[config.mk]
export PLATFORM = sky130hd
export DESIGN_NAME = acs_sequencer
export DESIGN_NICKNAME = d
export VERILOG_FILES = /design/src/verilog/acs_pkg.sv /design/src/verilog/acs_settle_timer.sv /design/src/verilog/acs_sequencer.sv
export SDC_FILE = /design/constraint.sdc
export NUM_CORES = 1
export LEC_CHECK = 0
export BUFFER_PORTS_ARGS = -buffer_cell sky130_fd_sc_hd__buf_2
export CAP_MARGIN = 40
export CORE_ASPECT_RATIO = 0.5
export CORE_MARGIN = 2
export CORE_UTILIZATION = 45
export DETAILED_ROUTE_END_ITERATION = 10
export HOLD_SLACK_MARGIN = 0.03
export PLACE_DENSITY_LB_ADDON = 0.08
export SYNTH_ARGS = -nofsm -noshare
export SYNTH_HDL_FRONTEND = slang
export SYNTH_SLANG_ARGS = --single-unit
[constraint.sdc]
create_clock -name clk -period 33.3 [get_ports clk]
set_clock_uncertainty 0.05 [all_clocks]
set_input_delay 4.995 -clock clk [delete_from_list [all_inputs] [get_ports clk]]
set_output_delay 4.995 -clock clk [all_outputs]
set_load 0.005 [all_outputs]
[src/verilog/acs_pkg.sv]
// Constants, field layout and state codes of the channel sequencer
package acs_pkg;

	// ----------------------------------------
	// Bus and step geometry
	// ----------------------------------------
	localparam int ADDR_W = 8;
	localparam int DATA_W = 32;
	localparam int STEP_W = 4;
	localparam int MAX_STEPS = 16;
	localparam int RESULT_W = 16;
	localparam int CFG_W = 12;
	localparam int DLY_W = 16;

	// ----------------------------------------
	// Register offsets
	// ----------------------------------------
	localparam logic [ADDR_W-1:0] CTRL_OFS = 8'h00;
	localparam logic [ADDR_W-1:0] CFG_OFS = 8'h04;
	localparam logic [ADDR_W-1:0] EN_OFS = 8'h08;
	localparam logic [ADDR_W-1:0] STAT_OFS = 8'h0C;
	localparam logic [ADDR_W-1:0] RESULT_IDX_FIRST = 8'h10;
	localparam logic [ADDR_W-1:0] RESULT_IDX_LAST = 8'h1F;
	localparam logic [ADDR_W-1:0] STEPCFG_IDX_FIRST = 8'h20;
	localparam logic [ADDR_W-1:0] STEPCFG_IDX_LAST = 8'h2F;
	localparam logic [1:0] WORD_ALIGN = 2'h0;

	// ----------------------------------------
	// Field positions
	// ----------------------------------------
	localparam int CTRL_START_BIT = 0;
	localparam int CTRL_STOP_BIT = 1;
	localparam int CFG_EN_BIT = 0;
	localparam int CFG_MODE_LSB = 1;
	localparam int CFG_DLY_LSB = 4;
	localparam int STAT_ACTIVE_BIT = 0;
	localparam int STAT_ARMED_BIT = 1;
	localparam int STAT_STEP_LSB = 4;
	localparam int GAIN_LSB = 0;
	localparam int GAIN_W = 3;
	localparam int POS_LSB = 4;
	localparam int SEL_W = 4;
	localparam int NEG_LSB = 8;

	// ----------------------------------------
	// Reset values and defaults
	// ----------------------------------------
	localparam logic [RESULT_W-1:0] RESULT_CLEAR = 16'h0000;
	localparam logic [CFG_W-1:0] STEPCFG_RESET = 12'h000;
	localparam logic [1:0] MODE_CONT_DEF = 2'h0;
	localparam logic [1:0] MODE_SINGLE_DEF = 2'h1;
	localparam logic [1:0] MODE_SYNC_DEF = 2'h2;
	localparam logic [8*DLY_W-1:0] SETTLE_TABLE_DEF = {
		16'h0400, 16'h0200, 16'h0100, 16'h0080,
		16'h0040, 16'h0020, 16'h0010, 16'h0008};

	// ----------------------------------------
	// Sequencer states
	// ----------------------------------------
	typedef enum logic [4:0] {
		ST_IDLE = 5'h01,
		ST_SETTLE = 5'h02,
		ST_CONV = 5'h04,
		ST_WAIT = 5'h08,
		ST_DONE = 5'h10
	} acs_state_t;

endpackage

[src/verilog/acs_settle_timer.sv]
// Settling delay down-counter for one sequence step
`timescale 1ns/10ps
`default_nettype none
module acs_settle_timer
	import acs_pkg::*;
#(
	parameter int CNT_W = DLY_W
) (
	// Clock and reset
	input wire logic clk,
	input wire logic rstn,
	// Control
	input wire logic load,
	input wire logic clear,
	input wire logic [CNT_W-1:0] count,
	// Status
	output logic done
);

	logic [CNT_W-1:0] remain;
	logic busy;
	logic lastTick;

	initial begin
		if (CNT_W < 1) $error("acs_settle_timer: CNT_W must be positive");
	end

	assign lastTick = busy && (remain <= CNT_W'(1));

	// ----------------------------------------
	// Counter, never shorter than one cycle
	// ----------------------------------------
	always_ff @(posedge clk or negedge rstn) begin
		if (!rstn) begin
			remain <= '0;
			busy <= 1'b0;
			done <= 1'b0;
		end else if (clear) begin
			remain <= '0;
			busy <= 1'b0;
			done <= 1'b0;
		end else if (load) begin
			remain <= count;
			busy <= 1'b1;
			done <= 1'b0;
		end else begin
			remain <= (lastTick || !busy) ? '0 : remain - CNT_W'(1);
			busy <= busy && !lastTick;
			done <= lastTick;
		end
	end

endmodule
`default_nettype wire

[src/verilog/acs_sequencer.sv]
// Auxiliary converter channel sequencer with APB register access
`timescale 1ns/10ps
`default_nettype none
module acs_sequencer
	import acs_pkg::*;
#(
	parameter int NUM_STEPS = MAX_STEPS,
	parameter logic [1:0] MODE_CONT = MODE_CONT_DEF,
	parameter logic [1:0] MODE_SINGLE = MODE_SINGLE_DEF,
	parameter logic [1:0] MODE_SYNC = MODE_SYNC_DEF,
	parameter logic [8*DLY_W-1:0] SETTLE_TABLE = SETTLE_TABLE_DEF
) (
	// Clock and reset
	input wire logic clk,
	input wire logic nrst,
	// APB slave
	input wire logic psel,
	input wire logic penable,
	input wire logic pwrite,
	input wire logic [ADDR_W-1:0] paddr,
	input wire logic [DATA_W-1:0] pwdata,
	output logic [DATA_W-1:0] prdata,
	output logic pready,
	output logic pslverr,
	// Device power state
	input wire logic standby,
	input wire logic powerDown,
	// Main converter events
	input wire logic mainConvStart,
	// Auxiliary converter
	output logic [GAIN_W-1:0] stepGain,
	output logic [SEL_W-1:0] stepPosSel,
	output logic [SEL_W-1:0] stepNegSel,
	output logic convStart,
	input wire logic convDone,
	input wire logic [RESULT_W-1:0] convData,
	// Status
	output logic runActiveFlag
);

	initial begin
		if (NUM_STEPS < 1 || NUM_STEPS > MAX_STEPS)
			$error("acs_sequencer: NUM_STEPS must be 1..16");
		if (MODE_CONT == MODE_SINGLE || MODE_CONT == MODE_SYNC || MODE_SINGLE == MODE_SYNC)
			$error("acs_sequencer: mode codes must differ");
	end

	// ----------------------------------------
	// Helpers
	// ----------------------------------------
	// Lowest enabled step at or above a start index; top bit flags a find
	function automatic logic [STEP_W:0] nextEnabled(
		input logic [MAX_STEPS-1:0] en,
		input logic [STEP_W:0] from
	);
		logic [STEP_W:0] r;
		r = '0;
		for (int i = MAX_STEPS - 1; i >= 0; i--) begin
			if (en[i] && (i < NUM_STEPS) && (STEP_W'(i) >= from[STEP_W-1:0] || from == '0)
					&& !from[STEP_W]) begin
				r = {1'b1, STEP_W'(i)};
			end
		end
		return r;
	endfunction

	// Word-aligned address inside an index window, four bytes per index
	function automatic logic inWindow(
		input logic [ADDR_W-1:0] a,
		input logic [ADDR_W-1:0] first,
		input logic [ADDR_W-1:0] last
	);
		logic [ADDR_W+1:0] lo;
		logic [ADDR_W+1:0] hi;
		lo = {first, 2'b00};
		hi = {last, 2'b00};
		return (a[1:0] == WORD_ALIGN) && ({2'b00, a} >= lo) && ({2'b00, a} <= hi);
	endfunction

	// ----------------------------------------
	// Reset release
	// ----------------------------------------
	logic [1:0] rstPipe;
	logic rstn;

	always_ff @(posedge clk or negedge nrst) begin
		if (!nrst) begin
			rstPipe <= 2'b00;
		end else begin
			rstPipe <= {rstPipe[0], 1'b1};
		end
	end

	assign rstn = rstPipe[1];

	// ----------------------------------------
	// Storage
	// ----------------------------------------
	logic auxConvEnable;
	logic [1:0] runModeSel;
	logic [2:0] settleDelaySel;
	logic [MAX_STEPS-1:0] stepEnable;
	logic [CFG_W-1:0] stepConfig [MAX_STEPS];
	logic [RESULT_W-1:0] stepResult [MAX_STEPS];
	logic [RESULT_W-1:0] shadow [MAX_STEPS];
	logic runStop, armed;
	acs_state_t state, next_state;
	logic [STEP_W-1:0] curStep, next_curStep;

	// ----------------------------------------
	// APB decode
	// ----------------------------------------
	logic access, accept, wrCommit, idxOk, mapped;
	logic hitCtrl, hitCfg, hitEn, hitStat, hitResult, hitStepCfg;
	logic [STEP_W-1:0] regIdx;
	logic [DATA_W-1:0] rdData;

	assign access = psel && penable;
	assign accept = access && pready;
	assign regIdx = paddr[STEP_W+1:2];
	assign idxOk = {1'b0, regIdx} < (STEP_W+1)'(NUM_STEPS);
	assign hitCtrl = (paddr == CTRL_OFS);
	assign hitCfg = (paddr == CFG_OFS);
	assign hitEn = (paddr == EN_OFS);
	assign hitStat = (paddr == STAT_OFS);
	assign hitResult = inWindow(paddr, RESULT_IDX_FIRST, RESULT_IDX_LAST) && idxOk;
	assign hitStepCfg = inWindow(paddr, STEPCFG_IDX_FIRST, STEPCFG_IDX_LAST) && idxOk;
	assign mapped = hitCtrl || hitCfg || hitEn || hitStat || hitResult || hitStepCfg;
	assign wrCommit = accept && pwrite && mapped;

	// ----------------------------------------
	// Control events
	// ----------------------------------------
	logic modeCont, modeSync, powerAbort, idle;
	logic startWr, stopWr, startGo, syncLaunch, launch;
	logic [STEP_W:0] firstStep, followStep;

	assign modeCont = (runModeSel == MODE_CONT);
	assign modeSync = (runModeSel == MODE_SYNC);
	assign idle = (state == ST_IDLE);
	assign powerAbort = !auxConvEnable || standby || powerDown;
	assign startWr = wrCommit && hitCtrl && pwdata[CTRL_START_BIT];
	assign stopWr = wrCommit && hitCtrl && pwdata[CTRL_STOP_BIT] && !startWr;
	assign startGo = startWr && !powerAbort;
	assign syncLaunch = modeSync && armed && mainConvStart && idle && !powerAbort;
	assign launch = (startGo && (!modeSync || idle)) || syncLaunch;
	assign firstStep = nextEnabled(stepEnable, '0);
	assign followStep = nextEnabled(stepEnable, {1'b0, curStep} + (STEP_W+1)'(1));

	// ----------------------------------------
	// Settling timer
	// ----------------------------------------
	logic timerLoad;
	logic timerDone;
	logic [DLY_W-1:0] settleCount;

	assign settleCount = SETTLE_TABLE[settleDelaySel*DLY_W +: DLY_W];
	assign timerLoad = (next_state == ST_SETTLE) && (state != ST_SETTLE || launch);

	acs_settle_timer #(
		.CNT_W(DLY_W)
	) settleTimer (
		.clk(clk),
		.rstn(rstn),
		.load(timerLoad),
		.clear(powerAbort),
		.count(settleCount),
		.done(timerDone)
	);

	// ----------------------------------------
	// Sequencer next state
	// ----------------------------------------
	always_comb begin
		next_state = state;
		next_curStep = curStep;
		if (powerAbort) begin
			next_state = ST_IDLE;
		end else if (launch) begin
			next_curStep = firstStep[STEP_W-1:0];
			next_state = firstStep[STEP_W] ? ST_SETTLE : ST_DONE;
		end else begin
			unique case (state)
				ST_IDLE: begin
					next_state = ST_IDLE;
				end
				ST_SETTLE: begin
					if (timerDone) next_state = ST_CONV;
				end
				ST_CONV: begin
					next_state = ST_WAIT;
				end
				ST_WAIT: begin
					if (convDone) begin
						next_curStep = followStep[STEP_W-1:0];
						next_state = followStep[STEP_W] ? ST_SETTLE : ST_DONE;
					end
				end
				ST_DONE: begin
					if (modeCont && !runStop) begin
						next_curStep = firstStep[STEP_W-1:0];
						next_state = firstStep[STEP_W] ? ST_SETTLE : ST_DONE;
					end else begin
						next_state = ST_IDLE;
					end
				end
				default: begin
					next_state = ST_IDLE;
				end
			endcase
		end
	end

	always_ff @(posedge clk or negedge rstn) begin
		if (!rstn) begin
			state <= ST_IDLE;
			curStep <= '0;
			runActiveFlag <= 1'b0;
		end else begin
			state <= next_state;
			curStep <= next_curStep;
			runActiveFlag <= (next_state != ST_IDLE);
		end
	end

	// ----------------------------------------
	// Converter drive
	// ----------------------------------------
	always_ff @(posedge clk or negedge rstn) begin
		if (!rstn) begin
			stepGain <= '0;
			stepPosSel <= '0;
			stepNegSel <= '0;
			convStart <= 1'b0;
		end else begin
			if (timerLoad) begin
				stepGain <= stepConfig[next_curStep][GAIN_LSB +: GAIN_W];
				stepPosSel <= stepConfig[next_curStep][POS_LSB +: SEL_W];
				stepNegSel <= stepConfig[next_curStep][NEG_LSB +: SEL_W];
			end
			convStart <= (next_state == ST_CONV);
		end
	end

	// ----------------------------------------
	// Stop and arm flags
	// ----------------------------------------
	always_ff @(posedge clk or negedge rstn) begin
		if (!rstn) begin
			runStop <= 1'b0;
			armed <= 1'b0;
		end else begin
			if (powerAbort || startWr || next_state == ST_IDLE) begin
				runStop <= 1'b0;
			end else if (stopWr && modeCont && !idle) begin
				runStop <= 1'b1;
			end
			if (powerAbort || !modeSync) begin
				armed <= 1'b0;
			end else if (startGo) begin
				armed <= 1'b1;
			end
		end
	end

	// ----------------------------------------
	// Results, shadow and atomic commit
	// ----------------------------------------
	always_ff @(posedge clk or negedge rstn) begin
		if (!rstn) begin
			for (int i = 0; i < MAX_STEPS; i++) begin
				shadow[i] <= RESULT_CLEAR;
				stepResult[i] <= RESULT_CLEAR;
			end
		end else if (powerAbort) begin
			for (int i = 0; i < MAX_STEPS; i++) begin
				shadow[i] <= RESULT_CLEAR;
				stepResult[i] <= RESULT_CLEAR;
			end
		end else begin
			if (state == ST_WAIT && convDone && !launch) begin
				shadow[curStep] <= convData;
			end
			if (state == ST_DONE && !launch) begin
				for (int i = 0; i < MAX_STEPS; i++) begin
					stepResult[i] <= stepEnable[i] ? shadow[i] : RESULT_CLEAR;
				end
			end
		end
	end

	// ----------------------------------------
	// Software-written registers
	// ----------------------------------------
	always_ff @(posedge clk or negedge rstn) begin
		if (!rstn) begin
			auxConvEnable <= 1'b0;
			runModeSel <= MODE_CONT_DEF;
			settleDelaySel <= '0;
			stepEnable <= '0;
		end else if (wrCommit) begin
			if (hitCfg) begin
				auxConvEnable <= pwdata[CFG_EN_BIT];
				runModeSel <= pwdata[CFG_MODE_LSB +: 2];
				settleDelaySel <= pwdata[CFG_DLY_LSB +: 3];
			end
			if (hitEn) begin
				stepEnable <= pwdata[MAX_STEPS-1:0];
			end
		end
	end

	always_ff @(posedge clk or negedge rstn) begin
		if (!rstn) begin
			for (int i = 0; i < MAX_STEPS; i++) begin
				stepConfig[i] <= STEPCFG_RESET;
			end
		end else if (wrCommit && hitStepCfg) begin
			stepConfig[regIdx] <= pwdata[CFG_W-1:0];
		end
	end

	// ----------------------------------------
	// Read data
	// ----------------------------------------
	always_comb begin
		rdData = '0;
		if (hitCtrl) begin
			rdData[CTRL_STOP_BIT] = runStop;
		end else if (hitCfg) begin
			rdData[CFG_EN_BIT] = auxConvEnable;
			rdData[CFG_MODE_LSB +: 2] = runModeSel;
			rdData[CFG_DLY_LSB +: 3] = settleDelaySel;
		end else if (hitEn) begin
			rdData[MAX_STEPS-1:0] = stepEnable;
		end else if (hitStat) begin
			rdData[STAT_ACTIVE_BIT] = runActiveFlag;
			rdData[STAT_ARMED_BIT] = armed;
			rdData[STAT_STEP_LSB +: STEP_W] = curStep;
		end else if (hitResult) begin
			rdData[RESULT_W-1:0] = stepResult[regIdx];
		end else if (hitStepCfg) begin
			rdData[CFG_W-1:0] = stepConfig[regIdx];
		end
	end

	// ----------------------------------------
	// APB answer, one wait state
	// ----------------------------------------
	always_ff @(posedge clk or negedge rstn) begin
		if (!rstn) begin
			pready <= 1'b0;
			pslverr <= 1'b0;
			prdata <= '0;
		end else begin
			pready <= access && !pready;
			pslverr <= access && !pready && !mapped;
			if (access && !pready) begin
				prdata <= pwrite ? '0 : rdData;
			end
		end
	end

endmodule
`default_nettype wire

# Word level (Yosys, flattened, before mapping)
# Cells that the tools add are included.
totals:
  input_bits: 65
  output_inout_bits: 47
  regBits: 804
  elab_cells: 337
op_classes:
  magnitude_cmp: 26
  eq_ne: 14
  muxes: 107
  addsub: 2
  shifts: 1
  bitwise_logic: 3
  reduce_logical: 116
op_table:
  columns: ["op", "count"]
  rows:
  - ["two-way mux 256 bit", 4]
  - ["two-way mux 16 bit", 24]
  - ["bitwise mux 256 bit", 1]
  - ["two-way mux 5 bit", 39]
  - ["bitwise mux 192 bit", 1]
  - ["indexed part select 128 x 8 -> 16 bit (first input constant)", 1]
  - ["binary-select mux 12 bit (select 4 bit)", 2]
  - ["two-way mux 12 bit", 7]
  - ["binary-select mux 16 bit (select 4 bit)", 1]
  - ["demux 16 bit (select 4 bit)", 1]
  - ["logical AND 1 bit", 64]
  - ["demux 12 bit (select 4 bit)", 1]
  - ["greater-or-equal comparator 4 bit (first input constant)", 8]
  - ["logical OR 1 bit", 30]
  - ["two-way mux 4 bit", 6]
  - ["case mux 5 bit (4 select lines)", 1]
  - ["equality test 8 x 4 -> 1 bit (second input constant)", 2]
  - ["greater-or-equal comparator 3 x 4 -> 1 bit (first input constant)", 4]
  - ["less-or-equal comparator 16 x 1 -> 1 bit (second input constant)", 1]
  - ["subtractor 16 x 1 -> 16 bit (second input constant)", 1]
  - ["greater-or-equal comparator 5 bit (second input constant)", 3]
  - ["NOT 4 -> 5 bit", 3]
  - ["two-way mux 14 bit", 1]
  - ["logical NOT 1 bit", 12]
  - ["28 further kinds", 51]

# Logic depth before layout (Yosys ltp)
logic_depth:
  word_depth: 30
  ltp_mapped: 17
  depth_no_buf: 14

# Modules after synthesis
# A second synthesis with hierarchy kept.
unflattened:
  cells_unflattened: 3391
  hier_area_um2: 37606.1
modules_own_cells:
  columns: ["mod", "area_each_um2", "cells_each", "seq_area_each_um2", "instances"]
  rows:
  - ["acs_sequencer", 36520.0, 3276, 19269.7, 1]
  - ["acs_settle_timer", 1086.0, 115, 450.4, 1]

# Worst setup path before layout
# Ideal clock, no wire load.
synth_timing:
  path_type: "input port to flip-flop"
  start: "input port paddr[2]"
  end: "register prdata[0]"
  required_time_ps: 33132
  stages: 8
  path_slack_ps: 25723
  setup_time_ps: 118
  n_path_buf: 3
  arrival_time_ps: 7409
  path_cell_list: "clkbuf_1 buf_2 buf_1 mux4_2 mux4_2 a22oi_1 a21oi_1 a21o_1"
synth_via:
  elab_chain_len: 11
  elab_cells_between_ends: 26
  cone_classes: "order compare (4); eq/ne (3); mux (13); bitwise (1); reduce/logical (5)"
synth_lines:
  columns: ["element", "line", "source"]
  rows:
  - ["from (decl)", "acs_sequencer.sv:20", "input wire logic [ADDR_W-1:0] paddr,"]
  - ["NOT 4 -> 5 bit (implied by the code)", "acs_sequencer.sv:341, acs_sequencer.sv:343", null]
  - ["binary-select mux 12 bit (select 4 bit)", "acs_sequencer.sv:343", "rdData[CFG_W-1:0] = stepConfig[regIdx];"]
  - ["two-way mux 12 bit (implied by the code) (2 in a row)", "acs_sequencer.sv:343", null]
  - ["two-way mux 12 bit", "acs_sequencer.sv:342", "end else if (hitStepCfg) begin"]
  - ["two-way mux 12 bit", "acs_sequencer.sv:340", "end else if (hitResult) begin"]
  - ["two-way mux 2 bit", "acs_sequencer.sv:336", "end else if (hitStat) begin"]
  - ["two-way mux 16 bit", "acs_sequencer.sv:334", "end else if (hitEn) begin"]
  - ["two-way mux 3 bit", "acs_sequencer.sv:330", "end else if (hitCfg) begin"]
  - ["two-way mux 1 bit *", "acs_sequencer.sv:328", "if (hitCtrl) begin"]
  - ["two-way mux 16 bit *", "acs_sequencer.sv:359", "prdata <= pwrite ? '0 : rdData;"]
  - ["to (signal assigned)", "acs_sequencer.sv:359", null]
  - ["to (decl)", "acs_sequencer.sv:22", "output logic [DATA_W-1:0] prdata,"]
# Every way passes the cells marked *; elsewhere a longest branch is shown, timed or not. The select of a mux whose other input is x is not followed.
# A chain may end at the register's enable or synchronous reset.

# Worst setup path in the final report
layout_timing:
  start: "input port paddr[5]"
  end: "register stepGain[0]"
layout_via:
  elab_chain_len: 18
  elab_cells_between_ends: 34
  cone_classes: "order compare (4); eq/ne (4); mux (7); bitwise (1); reduce/logical (18)"
layout_lines:
  columns: ["element", "line", "source"]
  rows:
  - ["parallel branches: the longest is 7 deep, another holds greater-or-equal comparator 8 x 7 -> 1 bit", null, null]
  - ["logical AND 1 bit * (2 in a row)", "acs_sequencer.sv:142", "assign startWr = wrCommit && hitCtrl && pwdata[CTRL_START_BIT];"]
  - ["logical AND 1 bit *", "acs_sequencer.sv:144", "assign startGo = startWr && !powerAbort;"]
  - ["logical AND 1 bit *", "acs_sequencer.sv:146", "assign launch = (startGo && (!modeSync || idle)) || syncLaunch;"]
  - ["logical OR 1 bit *", "acs_sequencer.sv:146", null]
  - ["two-way mux 4 bit", "acs_sequencer.sv:179", "end else if (launch) begin"]
  - ["two-way mux 4 bit", "acs_sequencer.sv:177", "if (powerAbort) begin"]
  - ["NOT 4 -> 5 bit (implied by the code)", "acs_sequencer.sv:237", "stepGain <= stepConfig[next_curStep][GAIN_LSB +: GAIN_W];"]
  - ["binary-select mux 12 bit (select 4 bit)", "acs_sequencer.sv:237", null]
  - ["two-way mux 12 bit (2 in a row)", null, null]
  - ["to (signal assigned)", "acs_sequencer.sv:237", null]
  - ["to (decl)", "acs_sequencer.sv:31", "output logic [GAIN_W-1:0] stepGain,"]
# Mark *: on every way between the ends. The select of a mux whose other input is x is not followed.

==> impl_metrics.json <==
{
  "status": "complete, no violations",
  "syn_inst": 2974,
  "clk_latency_ps": 680,
  "hold_viol": 0,
  "seq_power_share_pct": 50.0,
  "core_region_area_sq_um": 79600,
  "viasPerCell": 6.05,
  "drt-initial-drc-count": 2368,
  "finalSetupViolCount": 0,
  "maxCapViolCount": 0,
  "start_kind": "primary input",
  "cts_tree": "built",
  "post_cts_buffers": 0,
  "synthesis.area_per_instance_sq_um": 12.2,
  "cts.clk_slew.worst_paths_ps": 60,
  "worstMarginPinSlew_ps": 1190,
  "synth_area_sq_um": 36200,
  "async_reset_ff_share_pct": 100,
  "hpwl_um": 70000,
  "grt_use_total_pct": 27.2,
  "finalMaxSlewViolations": 0,
  "wire_per_inst_um": 26.8,
  "synth-edff-count": 0,
  "grt_pass1_vias": 24500,
  "max-slew-margin-rel_pct": 20.6,
  "yosysSeqAreaShare_pct": 54.5,
  "ir_drop_mv": 0.0337,
  "swShare_pct": 22.7,
  "nets": 3051,
  "yosysTopAreaCellShare_pct": 54.4,
  "nFillCells": 6940,
  "final_cell_mix": "dfrtp_1 (786), nand2_1 (430), a22o_1 (315)",
  "wl_um": 111000,
  "crit_path_top_delay_cell": "buf_4",
  "cp_common_cell": "buf_4",
  "rsz0062_at_grt": "no",
  "cts_buffer_depth": 3,
  "critPathMaxStageDelay_ps": 780,
  "grt_pass1_wl_um": 166000,
  "grt_max_degree": 236,
  "p_switching_mw": 0.436,
  "ios": 112,
  "synthFlopType": "dfrtp_1",
  "antenna_found_initial": 2,
  "power.internal_mw": 1.48,
  "clkSinkCount": 788,
  "period_share_pct": 27.9,
  "fin_crit_ps": 9290,
  "r2r_setup_slack_ps": 27370,
  "dieArea_sq_um": 82800,
  "seq_area_sq_um": 19700,
  "multi_input_area_sq_um": 15300,
  "grt-ovfl-total": 0,
  "start_util_pct": 45.5,
  "rr_worst_depth": 12,
  "hp-class": "register to async pin",
  "cp.arrival_ps": 9750,
  "worstPathRequired_ps": 33760,
  "final_common_cell": "dfrtp_1",
  "path_class": "primary input to register",
  "path_cells": "buf_2 -> buf_4 -> nor3_2 -> nand4_1 -> a221o_1 -> nand2_1 -> a211oi_1 -> o211ai_1 -> o221ai_4 -> buf_4 -> buf_4 -> mux2_4 -> a221oi_2 -> o211ai_1",
  "rows": 73,
  "place_congestion": 0.926,
  "end_kind": "register",
  "fin_setup_tns_ps": 0,
  "critPathMaxFanout": 46,
  "fmax_ghz": 0.108,
  "cts_buffers": 73,
  "pwr-share-clk_pct": 46.9,
  "ys_ff_latch": 788,
  "yosysWarnings": 0,
  "synth.area.top_cells": "dfrtp_1 (54%), mux4_2 (8.7%), a22o_1 (7.6%)",
  "drc": 0,
  "ys_types": 81,
  "post_cts_resized": 0,
  "area_growth_pct": 12.5,
  "die_w_um": 405,
  "root_buffer": "clkbuf_16",
  "drtPass1Iterations": 6,
  "drive_gt1_share_pct": 23.5,
  "portBuffers": 79,
  "yosys.area.top_type": "dfrtp_1",
  "powerDensity_nw_per_um2": 47.2,
  "cts_hold_buf": 0,
  "leakage_nw": 19.1,
  "ant_nets": 0,
  "h-tree-depth": 3,
  "comb_power_share_pct": 3.1,
  "vias": 25000,
  "die_h_um": 205,
  "p_total_mw": 1.92
}
[layout make-up]
cell class | count | share of cell area [%]
flip-flops and latches | 788 | 48.5
multi-input cells | 1908 | 37.7
clock buffers | 110 | 5.33
repair buffers | 187 | 4.13
well taps | 1087 | 3.34
clock inverters | 22 | 0.849
inverters | 20 | 0.184
diodes | 2 | 0.0123
[flip-flops by register name, summed over array words and instances, names as in the netlist, 2 cells and up]
register	flops
curStep	4
prdata	16
rstPipe	2
runModeSel	2
settleDelaySel	3
settleTimer.remain	16
shadow	256
state	5
stepConfig	192
stepEnable	16
stepGain	3
stepNegSel	4
stepPosSel	4
stepResult	256
[synthesized netlist by cell type (10+ instances only)]
master and instances:
nand2_1 430, nor2b_1 12, and3_1 17, a221oi_2 10
nand3_1 41, mux2_4 10, mux2i_1 79, mux4_2 140
nor3_1 23, buf_2 24, a22oi_1 28, buf_4 25
mux2_2 217, a22o_1 315, and2_1 36, inv_1 19
a32o_1 14, buf_1 19, o21ai_0 221, nand2b_1 12
a21oi_1 55, nor2_1 76, dfrtp_1 787, clkbuf_1 196
nor4_1 11, xnor2_1 11
[final timing paths]
path / start / end
min in group clk: rstPipe[0]$_DFF_PN0_ / rstPipe[1]$_DFF_PN0_
max in group asynchronous: nrst / rstPipe[1]$_DFF_PN0_
setup reg to reg: curStep[0]$_DFF_PN0_ / stepGain[0]$_DFFE_PN0P_
hold / removal: rstPipe[1]$_DFF_PN0_ / stepResult[215]$_DFFE_PN0P_
hold reg to reg: rstPipe[1]$_DFF_PN0_ / stepResult[215]$_DFFE_PN0P_
setup / recovery: paddr[5] / stepGain[0]$_DFFE_PN0P_
[power groups by stage]
stage | Sequential, mW | Clock, mW | Combinational [mW]
after global routing | 0.960 | 0.959 | 0.0654
final | 0.960 | 0.900 | 0.0590
after global placement | 0.978 | 0 | 0.0568
after floorplan | 0.992 | 0 | 0.0241
after CTS | 0.960 | 0.918 | 0.0608
after detailed placement | 0.978 | 0 | 0.0607
[layer usage]
metal | vias to the layer above | part of all wire [%] | wire (um) | global-route usage (%)
met5 | - | 0 | 0 | 0
met4 | 0 | 3.2 | 3490 | 8.60
met3 | 171 | 6.9 | 7680 | 5.61
met2 | 852 | 45 | 49700 | 41.1
met1 | 13100 | 45 | 49600 | 39.5
li1 | 10900 | - | - | -
[through the flow]
step,utilization (%),hold slack [ps],worst slack (ps),cell area [sq um],std cells
final,51.2,303,24010,40700,4124
after CTS,51.1,309,24160,40700,4122
after floorplan,-,281,9660,36200,2989
after detailed placement,48.0,293,23450,38200,3990
after global routing,51.1,333,23770,40700,4122
after global placement,47.0,284,23210,37400,3947
[critical path, delay by kind of cell]
| family | cells | cell delay [ps] |
|---|---|---|
| buf+inv | 4 | 2180 |
| compound gates | 6 | 1590 |
| simple gates | 3 | 480 |
| mux | 1 | 360 |
[kinds of logic (layout without fill, tap and decap cells)]
kind of cell             after synthesis  in the layout  synth area share, %
flip-flops                           788            788                 54.5
other                                  2             19               0.0208
XOR/XNOR                              18             18                0.436
adder cells (fa/ha/maj)                8              8                0.277
AO/OA/AOI/OAI                        719            719                 14.5
buffers and inverters                293            339                 3.56
multiplexers                         446            446                 18.1
AND/OR/NAND/NOR                      700            700                 8.61
Note: power is estimated with default switching activity, not from simulation.
